`config.mk`:
```
export PLATFORM = sky130hd
export DESIGN_NAME = pulse_width_generator_timer
export DESIGN_NICKNAME = d
export VERILOG_FILES = /design/src/pulse_gen_pkg.sv /design/src/pulse_width_generator_timer.sv
export SDC_FILE = /design/constraint.sdc
export NUM_CORES = 1
export LEC_CHECK = 0
export ABC_CLOCK_PERIOD_IN_PS = 8440
export BUFFER_PORTS_ARGS = -buffer_cell sky130_fd_sc_hd__buf_2
export CAP_MARGIN = 20
export CORE_AREA = 2 2 112 114
export CTS_CLUSTER_SIZE = 12
export DETAILED_ROUTE_END_ITERATION = 10
export DIE_AREA = 0 0 114 116
export PLACE_DENSITY = 0.76
export SYNTH_ARGS = -nofsm -noshare
export SYNTH_HDL_FRONTEND = slang
export SYNTH_SLANG_ARGS = --single-unit
export TNS_END_PERCENT = 30
```
`constraint.sdc`:
```
create_clock -name hclk -period 8.44 [get_ports hclk]
set_clock_uncertainty 0.2 [all_clocks]
set_input_delay 1.688 -clock hclk [delete_from_list [all_inputs] [get_ports hclk]]
set_output_delay 1.688 -clock hclk [all_outputs]
set_load 0.01 [all_outputs]
```
`src/pulse_gen_pkg.sv`:
```
// Notes on behaviour
// - Counter readable, read-only, resets to zero
// - Trigger loads low width, copies high buffer
// - Low underflow loads buffer, inverts output
// - High underflow inverts; continuous reloads low, refreshes buffer, one-shot loads ffff
// - New widths apply only from next cycle
// - Each phase lasts reload plus one ticks
// - Load after one or two-three cycles
// - Causes: trigger seen, underflow in high
// - Continuous mode repeats pairs forever
// - One-shot gives one pulse per trigger
// - Restart enable lets triggers reload running
// - Four-bit field picks count clock
// - Clock select takes effect at once
// - Mask holds output low, normal polarity
// - Mask holds output high when inverted
// - Edge field selects external trigger edge
// - Software trigger ignores edge field
// - Reserved top control bit reads zero
// - Pulse mode when function field 010
// - Count enable runs; clearing stops, output at the polarity's idle level
// - Software trigger bit starts, reads zero
// - Flags set on events, write zero clears
package pulse_gen_pkg;
   localparam logic [7:0] CTRL_OFS = 8'h00;
   localparam logic [7:0] STAT_OFS = 8'h04;
   localparam logic [7:0] LOWR_OFS = 8'h08;
   localparam logic [7:0] HIGHR_OFS = 8'h0c;
   localparam logic [7:0] CNT_OFS = 8'h10;
   localparam int SOFTWARE_TRIGGER_BIT = 0;
   localparam int COUNT_ENABLE_BIT = 1;
   localparam int UDF_BIT = 0;
   localparam int TRG_BIT = 2;
   localparam int UDIE_BIT = 4;
   localparam int TGIE_BIT = 6;
   localparam int CLOCK_SEL_B3_BIT = 8;
   localparam logic [2:0] FN_PULSE = 3'b010;
   localparam logic [15:0] CNT_RESET = 16'h0000;
   localparam logic [15:0] CNT_UNDER = 16'hffff;
   localparam logic [3:0] CK_DIV1 = 4'h0;
   localparam logic [3:0] CK_DIV4 = 4'h1;
   localparam logic [3:0] CK_DIV16 = 4'h2;
   localparam logic [3:0] CK_DIV128 = 4'h3;
   localparam logic [3:0] CK_DIV256 = 4'h4;
   localparam logic [3:0] CK_EXT_RISE = 4'h5;
   localparam logic [3:0] CK_EXT_FALL = 4'h6;
   localparam logic [3:0] CK_EXT_BOTH = 4'h7;
   localparam logic [3:0] CK_DIV512 = 4'h8;
   localparam logic [3:0] CK_DIV1024 = 4'h9;
   localparam logic [3:0] CK_DIV2048 = 4'ha;
   localparam logic [1:0] EDGE_OFF = 2'b00;
   localparam logic [1:0] EDGE_RISE = 2'b01;
   localparam logic [1:0] EDGE_FALL = 2'b10;
   localparam logic [1:0] EDGE_BOTH = 2'b11;
   // Control word layout; reset value is all zero
   typedef struct packed {
      logic rsv15;
      logic [2:0] clock_sel_lo;
      logic restart_enable;
      logic output_mask;
      logic [1:0] trigger_edge_sel;
      logic rsv7;
      logic [2:0] timer_function_select;
      logic output_polarity;
      logic oneshot_select;
      logic count_enable;
      logic software_trigger;
   } timer_control_t;
   localparam timer_control_t CTRL_RESET = '0;
   typedef enum logic [1:0] {ST_IDLE, ST_LOW, ST_HIGH} phase_t;
endpackage

```
`src/pulse_width_generator_timer.sv`:
```
// The AHB-Lite interface to the registers and the address map were left to the implementer.
`timescale 1ns/100ps
module pulse_width_generator_timer #(
   parameter int AW = 8
) (
   input wire logic hclk,
   input wire logic hresetn,
   input wire logic hsel,
   input wire logic [AW-1:0] haddr,
   input wire logic [1:0] htrans,
   input wire logic hwrite,
   input wire logic [2:0] hsize,
   input wire logic [31:0] hwdata,
   input wire logic hready,
   output logic hreadyout,
   output logic [31:0] hrdata,
   output logic hresp,
   input wire logic trig_in,
   input wire logic ext_clk_in,
   output logic pulse_out,
   output logic irq_req
);
   pulse_gen_pkg::timer_control_t ctrl_q;
   pulse_gen_pkg::phase_t state_q;
   logic clock_sel_b3_q;
   logic [15:0] low_reload_q;
   logic [15:0] high_reload_q;
   logic [15:0] high_buf_q;
   logic [15:0] cnt_q;
   logic udf_flag_q;
   logic trg_flag_q;
   logic udie_q;
   logic tgie_q;
   logic [31:0] hrdata_q;
   logic wr_pend_q;
   logic [7:0] wr_addr_q;
   logic sw_trig_q;
   logic [10:0] pre_q;
   logic [2:0] trg_sync_q;
   logic [2:0] eck_sync_q;

   // Zero-wait slave: every access completes in its first data phase
   wire addr_ok = hsel && hready && htrans[1];
   wire [7:0] addr8 = haddr[7:0];
   wire wr_ctrl = wr_pend_q && (wr_addr_q == pulse_gen_pkg::CTRL_OFS);
   wire wr_stat = wr_pend_q && (wr_addr_q == pulse_gen_pkg::STAT_OFS);
   wire wr_low = wr_pend_q && (wr_addr_q == pulse_gen_pkg::LOWR_OFS);
   wire wr_high = wr_pend_q && (wr_addr_q == pulse_gen_pkg::HIGHR_OFS);
   wire [3:0] cks = {clock_sel_b3_q, ctrl_q.clock_sel_lo};
   wire running = ctrl_q.count_enable;
   wire pulse_mode = running && (ctrl_q.timer_function_select == pulse_gen_pkg::FN_PULSE);

   // Pin edges: bit 0 and 1 synchronise, bit 2 holds the previous level
   wire trg_rise = trg_sync_q[1] && !trg_sync_q[2];
   wire trg_fall = !trg_sync_q[1] && trg_sync_q[2];
   wire eck_rise = eck_sync_q[1] && !eck_sync_q[2];
   wire eck_fall = !eck_sync_q[1] && eck_sync_q[2];
   wire ext_trig = ((ctrl_q.trigger_edge_sel == pulse_gen_pkg::EDGE_RISE) && trg_rise)
      || ((ctrl_q.trigger_edge_sel == pulse_gen_pkg::EDGE_FALL) && trg_fall)
      || ((ctrl_q.trigger_edge_sel == pulse_gen_pkg::EDGE_BOTH) && (trg_rise || trg_fall));
   wire any_trig = sw_trig_q || ext_trig;
   // Busy timer drops triggers unless restart is allowed
   wire trig_ok = pulse_mode && any_trig
      && (state_q == pulse_gen_pkg::ST_IDLE || ctrl_q.restart_enable);

   // Count clock select; prohibited codes never tick
   wire tick = (cks == pulse_gen_pkg::CK_DIV1) ? 1'b1 :
      (cks == pulse_gen_pkg::CK_DIV4) ? &pre_q[1:0] :
      (cks == pulse_gen_pkg::CK_DIV16) ? &pre_q[3:0] :
      (cks == pulse_gen_pkg::CK_DIV128) ? &pre_q[6:0] :
      (cks == pulse_gen_pkg::CK_DIV256) ? &pre_q[7:0] :
      (cks == pulse_gen_pkg::CK_EXT_RISE) ? eck_rise :
      (cks == pulse_gen_pkg::CK_EXT_FALL) ? eck_fall :
      (cks == pulse_gen_pkg::CK_EXT_BOTH) ? (eck_rise || eck_fall) :
      (cks == pulse_gen_pkg::CK_DIV512) ? &pre_q[8:0] :
      (cks == pulse_gen_pkg::CK_DIV1024) ? &pre_q[9:0] :
      (cks == pulse_gen_pkg::CK_DIV2048) ? &pre_q[10:0] : 1'b0;

   wire at_zero = (cnt_q == 16'h0000);
   wire count_step = pulse_mode && tick && !trig_ok && (state_q != pulse_gen_pkg::ST_IDLE);
   wire low_under = count_step && at_zero && (state_q == pulse_gen_pkg::ST_LOW);
   wire high_under = count_step && at_zero && (state_q == pulse_gen_pkg::ST_HIGH);
   wire wave = (state_q == pulse_gen_pkg::ST_HIGH);

   // Read mux, sampled in the address phase so hrdata is a flop
   wire [31:0] ctrl_rd = {16'h0000, 1'b0, ctrl_q.clock_sel_lo, ctrl_q.restart_enable,
      ctrl_q.output_mask, ctrl_q.trigger_edge_sel, 1'b0, ctrl_q.timer_function_select,
      ctrl_q.output_polarity, ctrl_q.oneshot_select, ctrl_q.count_enable, 1'b0};
   wire [31:0] stat_rd = {23'h000000, clock_sel_b3_q, 1'b0, tgie_q, 1'b0, udie_q, 1'b0,
      trg_flag_q, 1'b0, udf_flag_q};
   wire [31:0] rd_mux = (addr8 == pulse_gen_pkg::CTRL_OFS) ? ctrl_rd :
      (addr8 == pulse_gen_pkg::STAT_OFS) ? stat_rd :
      (addr8 == pulse_gen_pkg::LOWR_OFS) ? {16'h0000, low_reload_q} :
      (addr8 == pulse_gen_pkg::HIGHR_OFS) ? {16'h0000, high_reload_q} :
      (addr8 == pulse_gen_pkg::CNT_OFS) ? {16'h0000, cnt_q} : 32'h00000000;

   assign hreadyout = 1'b1;
   assign hresp = 1'b0;
   assign hrdata = hrdata_q;
   // Mask forces the idle level of the chosen polarity
   assign pulse_out = ctrl_q.output_mask ? ctrl_q.output_polarity
      : (wave ^ ctrl_q.output_polarity);
   assign irq_req = (udf_flag_q && udie_q) || (trg_flag_q && tgie_q);

   always_ff @(posedge hclk or negedge hresetn) begin
      if (!hresetn) begin
         wr_pend_q <= 1'b0;
         wr_addr_q <= 8'h00;
         hrdata_q <= 32'h00000000;
      end else begin
         wr_pend_q <= addr_ok && hwrite;
         wr_addr_q <= addr8;
         if (addr_ok && !hwrite) begin
            hrdata_q <= rd_mux;
         end
      end
   end

   always_ff @(posedge hclk or negedge hresetn) begin
      if (!hresetn) begin
         ctrl_q <= pulse_gen_pkg::CTRL_RESET;
         clock_sel_b3_q <= 1'b0;
         udie_q <= 1'b0;
         tgie_q <= 1'b0;
         low_reload_q <= 16'h0000;
         high_reload_q <= 16'h0000;
      end else begin
         if (wr_ctrl) begin
            ctrl_q <= pulse_gen_pkg::timer_control_t'(hwdata[15:0]);
            ctrl_q.rsv15 <= 1'b0;
            ctrl_q.rsv7 <= 1'b0;
            ctrl_q.software_trigger <= 1'b0;
         end
         if (wr_stat) begin
            clock_sel_b3_q <= hwdata[pulse_gen_pkg::CLOCK_SEL_B3_BIT];
            udie_q <= hwdata[pulse_gen_pkg::UDIE_BIT];
            tgie_q <= hwdata[pulse_gen_pkg::TGIE_BIT];
         end
         // Writes land at any time; only loads below consume them
         if (wr_low) begin
            low_reload_q <= hwdata[15:0];
         end
         if (wr_high) begin
            high_reload_q <= hwdata[15:0];
         end
      end
   end

   // Software trigger needs count enable set by the same write; the old value is ignored
   always_ff @(posedge hclk or negedge hresetn) begin
      if (!hresetn) begin
         sw_trig_q <= 1'b0;
      end else begin
         sw_trig_q <= wr_ctrl && hwdata[pulse_gen_pkg::SOFTWARE_TRIGGER_BIT]
            && hwdata[pulse_gen_pkg::COUNT_ENABLE_BIT];
      end
   end

   always_ff @(posedge hclk or negedge hresetn) begin
      if (!hresetn) begin
         trg_sync_q <= 3'b000;
         eck_sync_q <= 3'b000;
         pre_q <= 11'h000;
      end else begin
         trg_sync_q <= {trg_sync_q[1:0], trig_in};
         eck_sync_q <= {eck_sync_q[1:0], ext_clk_in};
         // Free-running prescaler; a select change can cut one period short
         pre_q <= pre_q + 11'h001;
      end
   end

   // Flags: a new event beats a clearing write in the same cycle
   always_ff @(posedge hclk or negedge hresetn) begin
      if (!hresetn) begin
         udf_flag_q <= 1'b0;
         trg_flag_q <= 1'b0;
      end else begin
         if (high_under) begin
            udf_flag_q <= 1'b1;
         end else if (wr_stat && !hwdata[pulse_gen_pkg::UDF_BIT]) begin
            udf_flag_q <= 1'b0;
         end
         if (trig_ok) begin
            trg_flag_q <= 1'b1;
         end else if (wr_stat && !hwdata[pulse_gen_pkg::TRG_BIT]) begin
            trg_flag_q <= 1'b0;
         end
      end
   end

   always_ff @(posedge hclk or negedge hresetn) begin
      if (!hresetn) begin
         state_q <= pulse_gen_pkg::ST_IDLE;
         cnt_q <= pulse_gen_pkg::CNT_RESET;
         high_buf_q <= 16'h0000;
      end else if (!pulse_mode) begin
         state_q <= pulse_gen_pkg::ST_IDLE;
      end else if (trig_ok) begin
         state_q <= pulse_gen_pkg::ST_LOW;
         cnt_q <= low_reload_q;
         high_buf_q <= high_reload_q;
      end else if (count_step) begin
         case (state_q)
            pulse_gen_pkg::ST_LOW: begin
               if (at_zero) begin
                  state_q <= pulse_gen_pkg::ST_HIGH;
                  cnt_q <= high_buf_q;
               end else begin
                  cnt_q <= cnt_q - 16'h0001;
               end
            end
            pulse_gen_pkg::ST_HIGH: begin
               if (at_zero && ctrl_q.oneshot_select) begin
                  state_q <= pulse_gen_pkg::ST_IDLE;
                  cnt_q <= pulse_gen_pkg::CNT_UNDER;
               end else if (at_zero) begin
                  state_q <= pulse_gen_pkg::ST_LOW;
                  cnt_q <= low_reload_q;
                  high_buf_q <= high_reload_q;
               end else begin
                  cnt_q <= cnt_q - 16'h0001;
               end
            end
            default: begin
               state_q <= pulse_gen_pkg::ST_IDLE;
            end
         endcase
      end
   end
endmodule

```
==> qor.txt <==
HPWL after detailed placement = 11.80 mm
Core Box Area = 0.01191 mm²
Seq pwr share = 43.5%
Routed wl met3 = 1.361 mm
Reg2reg start = pre_q[0]
GPL Wtd Cong = 0.9594
Post-synth top area cell = dfrtp_1
Commonest non-fill, non-tap cell in the layout = dfrtp_1
Post-DR vias/cell = 6.408
Req. time, crit path = 6.55 ns
Gate power share = 4.1%
Syn Std Cell Area = 0.006524 mm²
Met2 wire len = 8.093 mm
#FFs+latches synth = 127
Fin. max-slew vios = 0
Pre-Repair DR Iteration Count = 7
Max-Cap Viols = 0
Worst Hold Path EP = eck_sync_q[1]
Switching power = 0.3158 mW
Max layer used = met4
Remaining Overflow, GRT = 0
Worst setup path startpoint = state_q[0]
Top-area cell type share of the netlist area = 48.71%
Internal power = 1.144 mW
Total GRT Usage = 27.77%
CTS buffer count = 17
Clk root buf = clkbuf_16
Flop2flop setup slack = 4.69 ns
Cell Area, Placed = 0.006832 mm²
Worst vdd ir = 0.1416 mV
Io pins = 88
Setup TNS = 0 ns
Diode count = 0
# clock sinks = 127
Cell count after synthesis = 626
Finished Cell Area = 0.007488 mm²
Synth Area per Inst = 10.42 µm²
Largest net degree at the start of global routing = 81
Asr flop ratio synth = 100.0%
PostCTS Resize Cnt = 0
Initial Utilization = 54.77%
Setup crit start kind = flip-flop
First-pass GRT wire length = 27.82 mm
Highest net fanout along the worst path = 22
Synth Warn # = 0
H-Tree Depth = 4
Placed insts = 796
Status = finished, final reports clean
CTS Buffer Depth = 2
WHS Path Cells = 0
Initial antenna violation count = 0
Leak = 3.370 nW
Share of cells above drive strength 1 = 24.30%
Met1 Wirelength = 7.569 mm
Total Wirelength = 17.47 mm
RSZ-0062 raised after global routing = no
Clk slew on worst S/H paths = 0.05 ns
Type of the worst setup path = reg -> out
Chip width = 114 µm
Synth top area cells = dfrtp_1 49%, mux2_2 9.1%, o21ai_0 3.5%
Number of global-route vias before repair = 5231
Vias = 5319
Sequential fraction of the synthesis area = 48.71%
Ratio of final minimum period to clock period = 47.82%
Netlist cell types = 64
Crit path DAT = 2.15 ns
Final setup viols = 0
PD cells = 195.0 mW/mm²
R2r endpoint = high_buf_q[3]
Worst hold path type = reg -> reg
Number of synthesized flops with an enable pin = 0
Final worst path period need = 4.036 ns
FP Rows = 40
Worst hold slack = 0.1464 ns
Port-buffer cells = 49
Postcts setup bufs = 0
Worst Tran Pin Value = 1.037 ns
Nets = 729
Initial DRC count = 602
Most frequent cells in the layout = 127 x dfrtp_1, 53 x mux2_2, 51 x nand2_1
Avg WL per Cell = 21.05 µm
Share of power burned in the clock network = 52.3%
Ys flop type = dfrtp_1
Worst skew pair latency = 0.43 ns
Non-filler cells, final = 830
Area grow syn2layout = 14.79%
Switching share of power = 21.63%
Chip Height = 116 µm
Relative slew margins = 30.60%
Hold_sp = eck_sync_q[0]
Cts hold-fix bufs = 0
Final core utilization = 62.87%
DRC = 0
Reg2reg path depth = 11
Worst setup EP type = output pin
CTS tree = built
Post-route ant nets = 0
Die area = 0.01322 mm²
Max Clk Rate = 247.8 MHz
Endpoints failing hold = 0
==> worst max-delay path, cell delays in order, from the launching register on <==
cell	delay, ns
dfrtp_1	0.44
nand2b_1	0.64
nor2_1	0.33
xor2_1	0.16
buf_2	0.15
==> kinds of logic after synthesis <==
logic type / after synthesis / share of synthesized area, %
and+or+nand+nor: 201 / 15.77
AOI/OAI and AO/OA: 155 / 16.59
DFF: 127 / 48.72
muxes: 62 / 11.22
buffers and inverters: 61 / 4.775
xor gates and xnor gates: 11 / 1.477
adders and majority gates: 7 / 1.342
other: 2 / 0.1151
==> Yosys cell counts (all sizes together), types with 12 or more instances <==
library cell  instances
a31oi                14
o31ai                12
mux2                 62
o21ai                46
nand3                14
nor2                 43
dfrtp               127
buf                  26
clkbuf               26
nand2b               13
nor3                 19
a21oi                22
nand2                51
==> state kept, by name, summed over array words and instances, names as in the netlist <==
register	cells
cks	3
clock_sel_b3_q	1
cnt_q	16
ctrl_q	9
eck_sync_q	3
high_buf_q	16
high_reload_q	16
hrdata	16
low_reload_q	16
pre_q	11
running	1
state_q	2
sw_trig_q	1
tgie_q	1
trg_flag_q	1
trg_sync_q	3
udf_flag_q	1
udie_q	1
wr_addr_q	8
wr_pend_q	1
==> power groups by stage <==
stage | combinational, mW | sequential [mW] | clock, mW
2_1_floorplan | 0.0344 | 0.641 | 0
3_3_place_gp | 0.0561 | 0.645 | 0
3_5_place_dp | 0.0584 | 0.646 | 0
4_1_cts | 0.0588 | 0.635 | 0.772
5_1_grt | 0.0675 | 0.637 | 0.800
6_report | 0.0603 | 0.636 | 0.764
==> stage by stage <==
stage	setup slack, ns	total power [mW]
2_1_floorplan	4.839	0.6758
3_3_place_gp	4.248	0.7009
3_5_place_dp	4.250	0.7041
4_1_cts	4.453	1.466
5_1_grt	4.307	1.504
6_report	4.404	1.460
==> per-layer routing <==
metal | vias up | track usage [%]
met1 | 2627 | 38.03
met2 | 279 | 42.90
met4 | 0 | 11.71
met3 | 39 | 6.381
met5 | - | 0
li1 | 2374 | -
==> worst max-delay path by stage <==
stage / cells after the start / to
4_1_cts: 4 / pulse_out
6_report: 4 / pulse_out
3_5_place_dp: 7 / hrdata[9]
3_3_place_gp: 7 / hrdata[9]
5_1_grt: 4 / pulse_out
2_1_floorplan: 7 / hrdata[9]
==> final cells by class <==
type / count / area, µm²
multi-input combinational: 454 / 3105
clock inverter: 11 / 163.9
clock buffer: 21 / 450.4
fill: 947 / 4423
inverter: 9 / 33.78
sequential: 127 / 3178
tap: 147 / 183.9
timing repair buffer: 61 / 372.9
No activity file was read; power rests on OpenSTA's default activity.
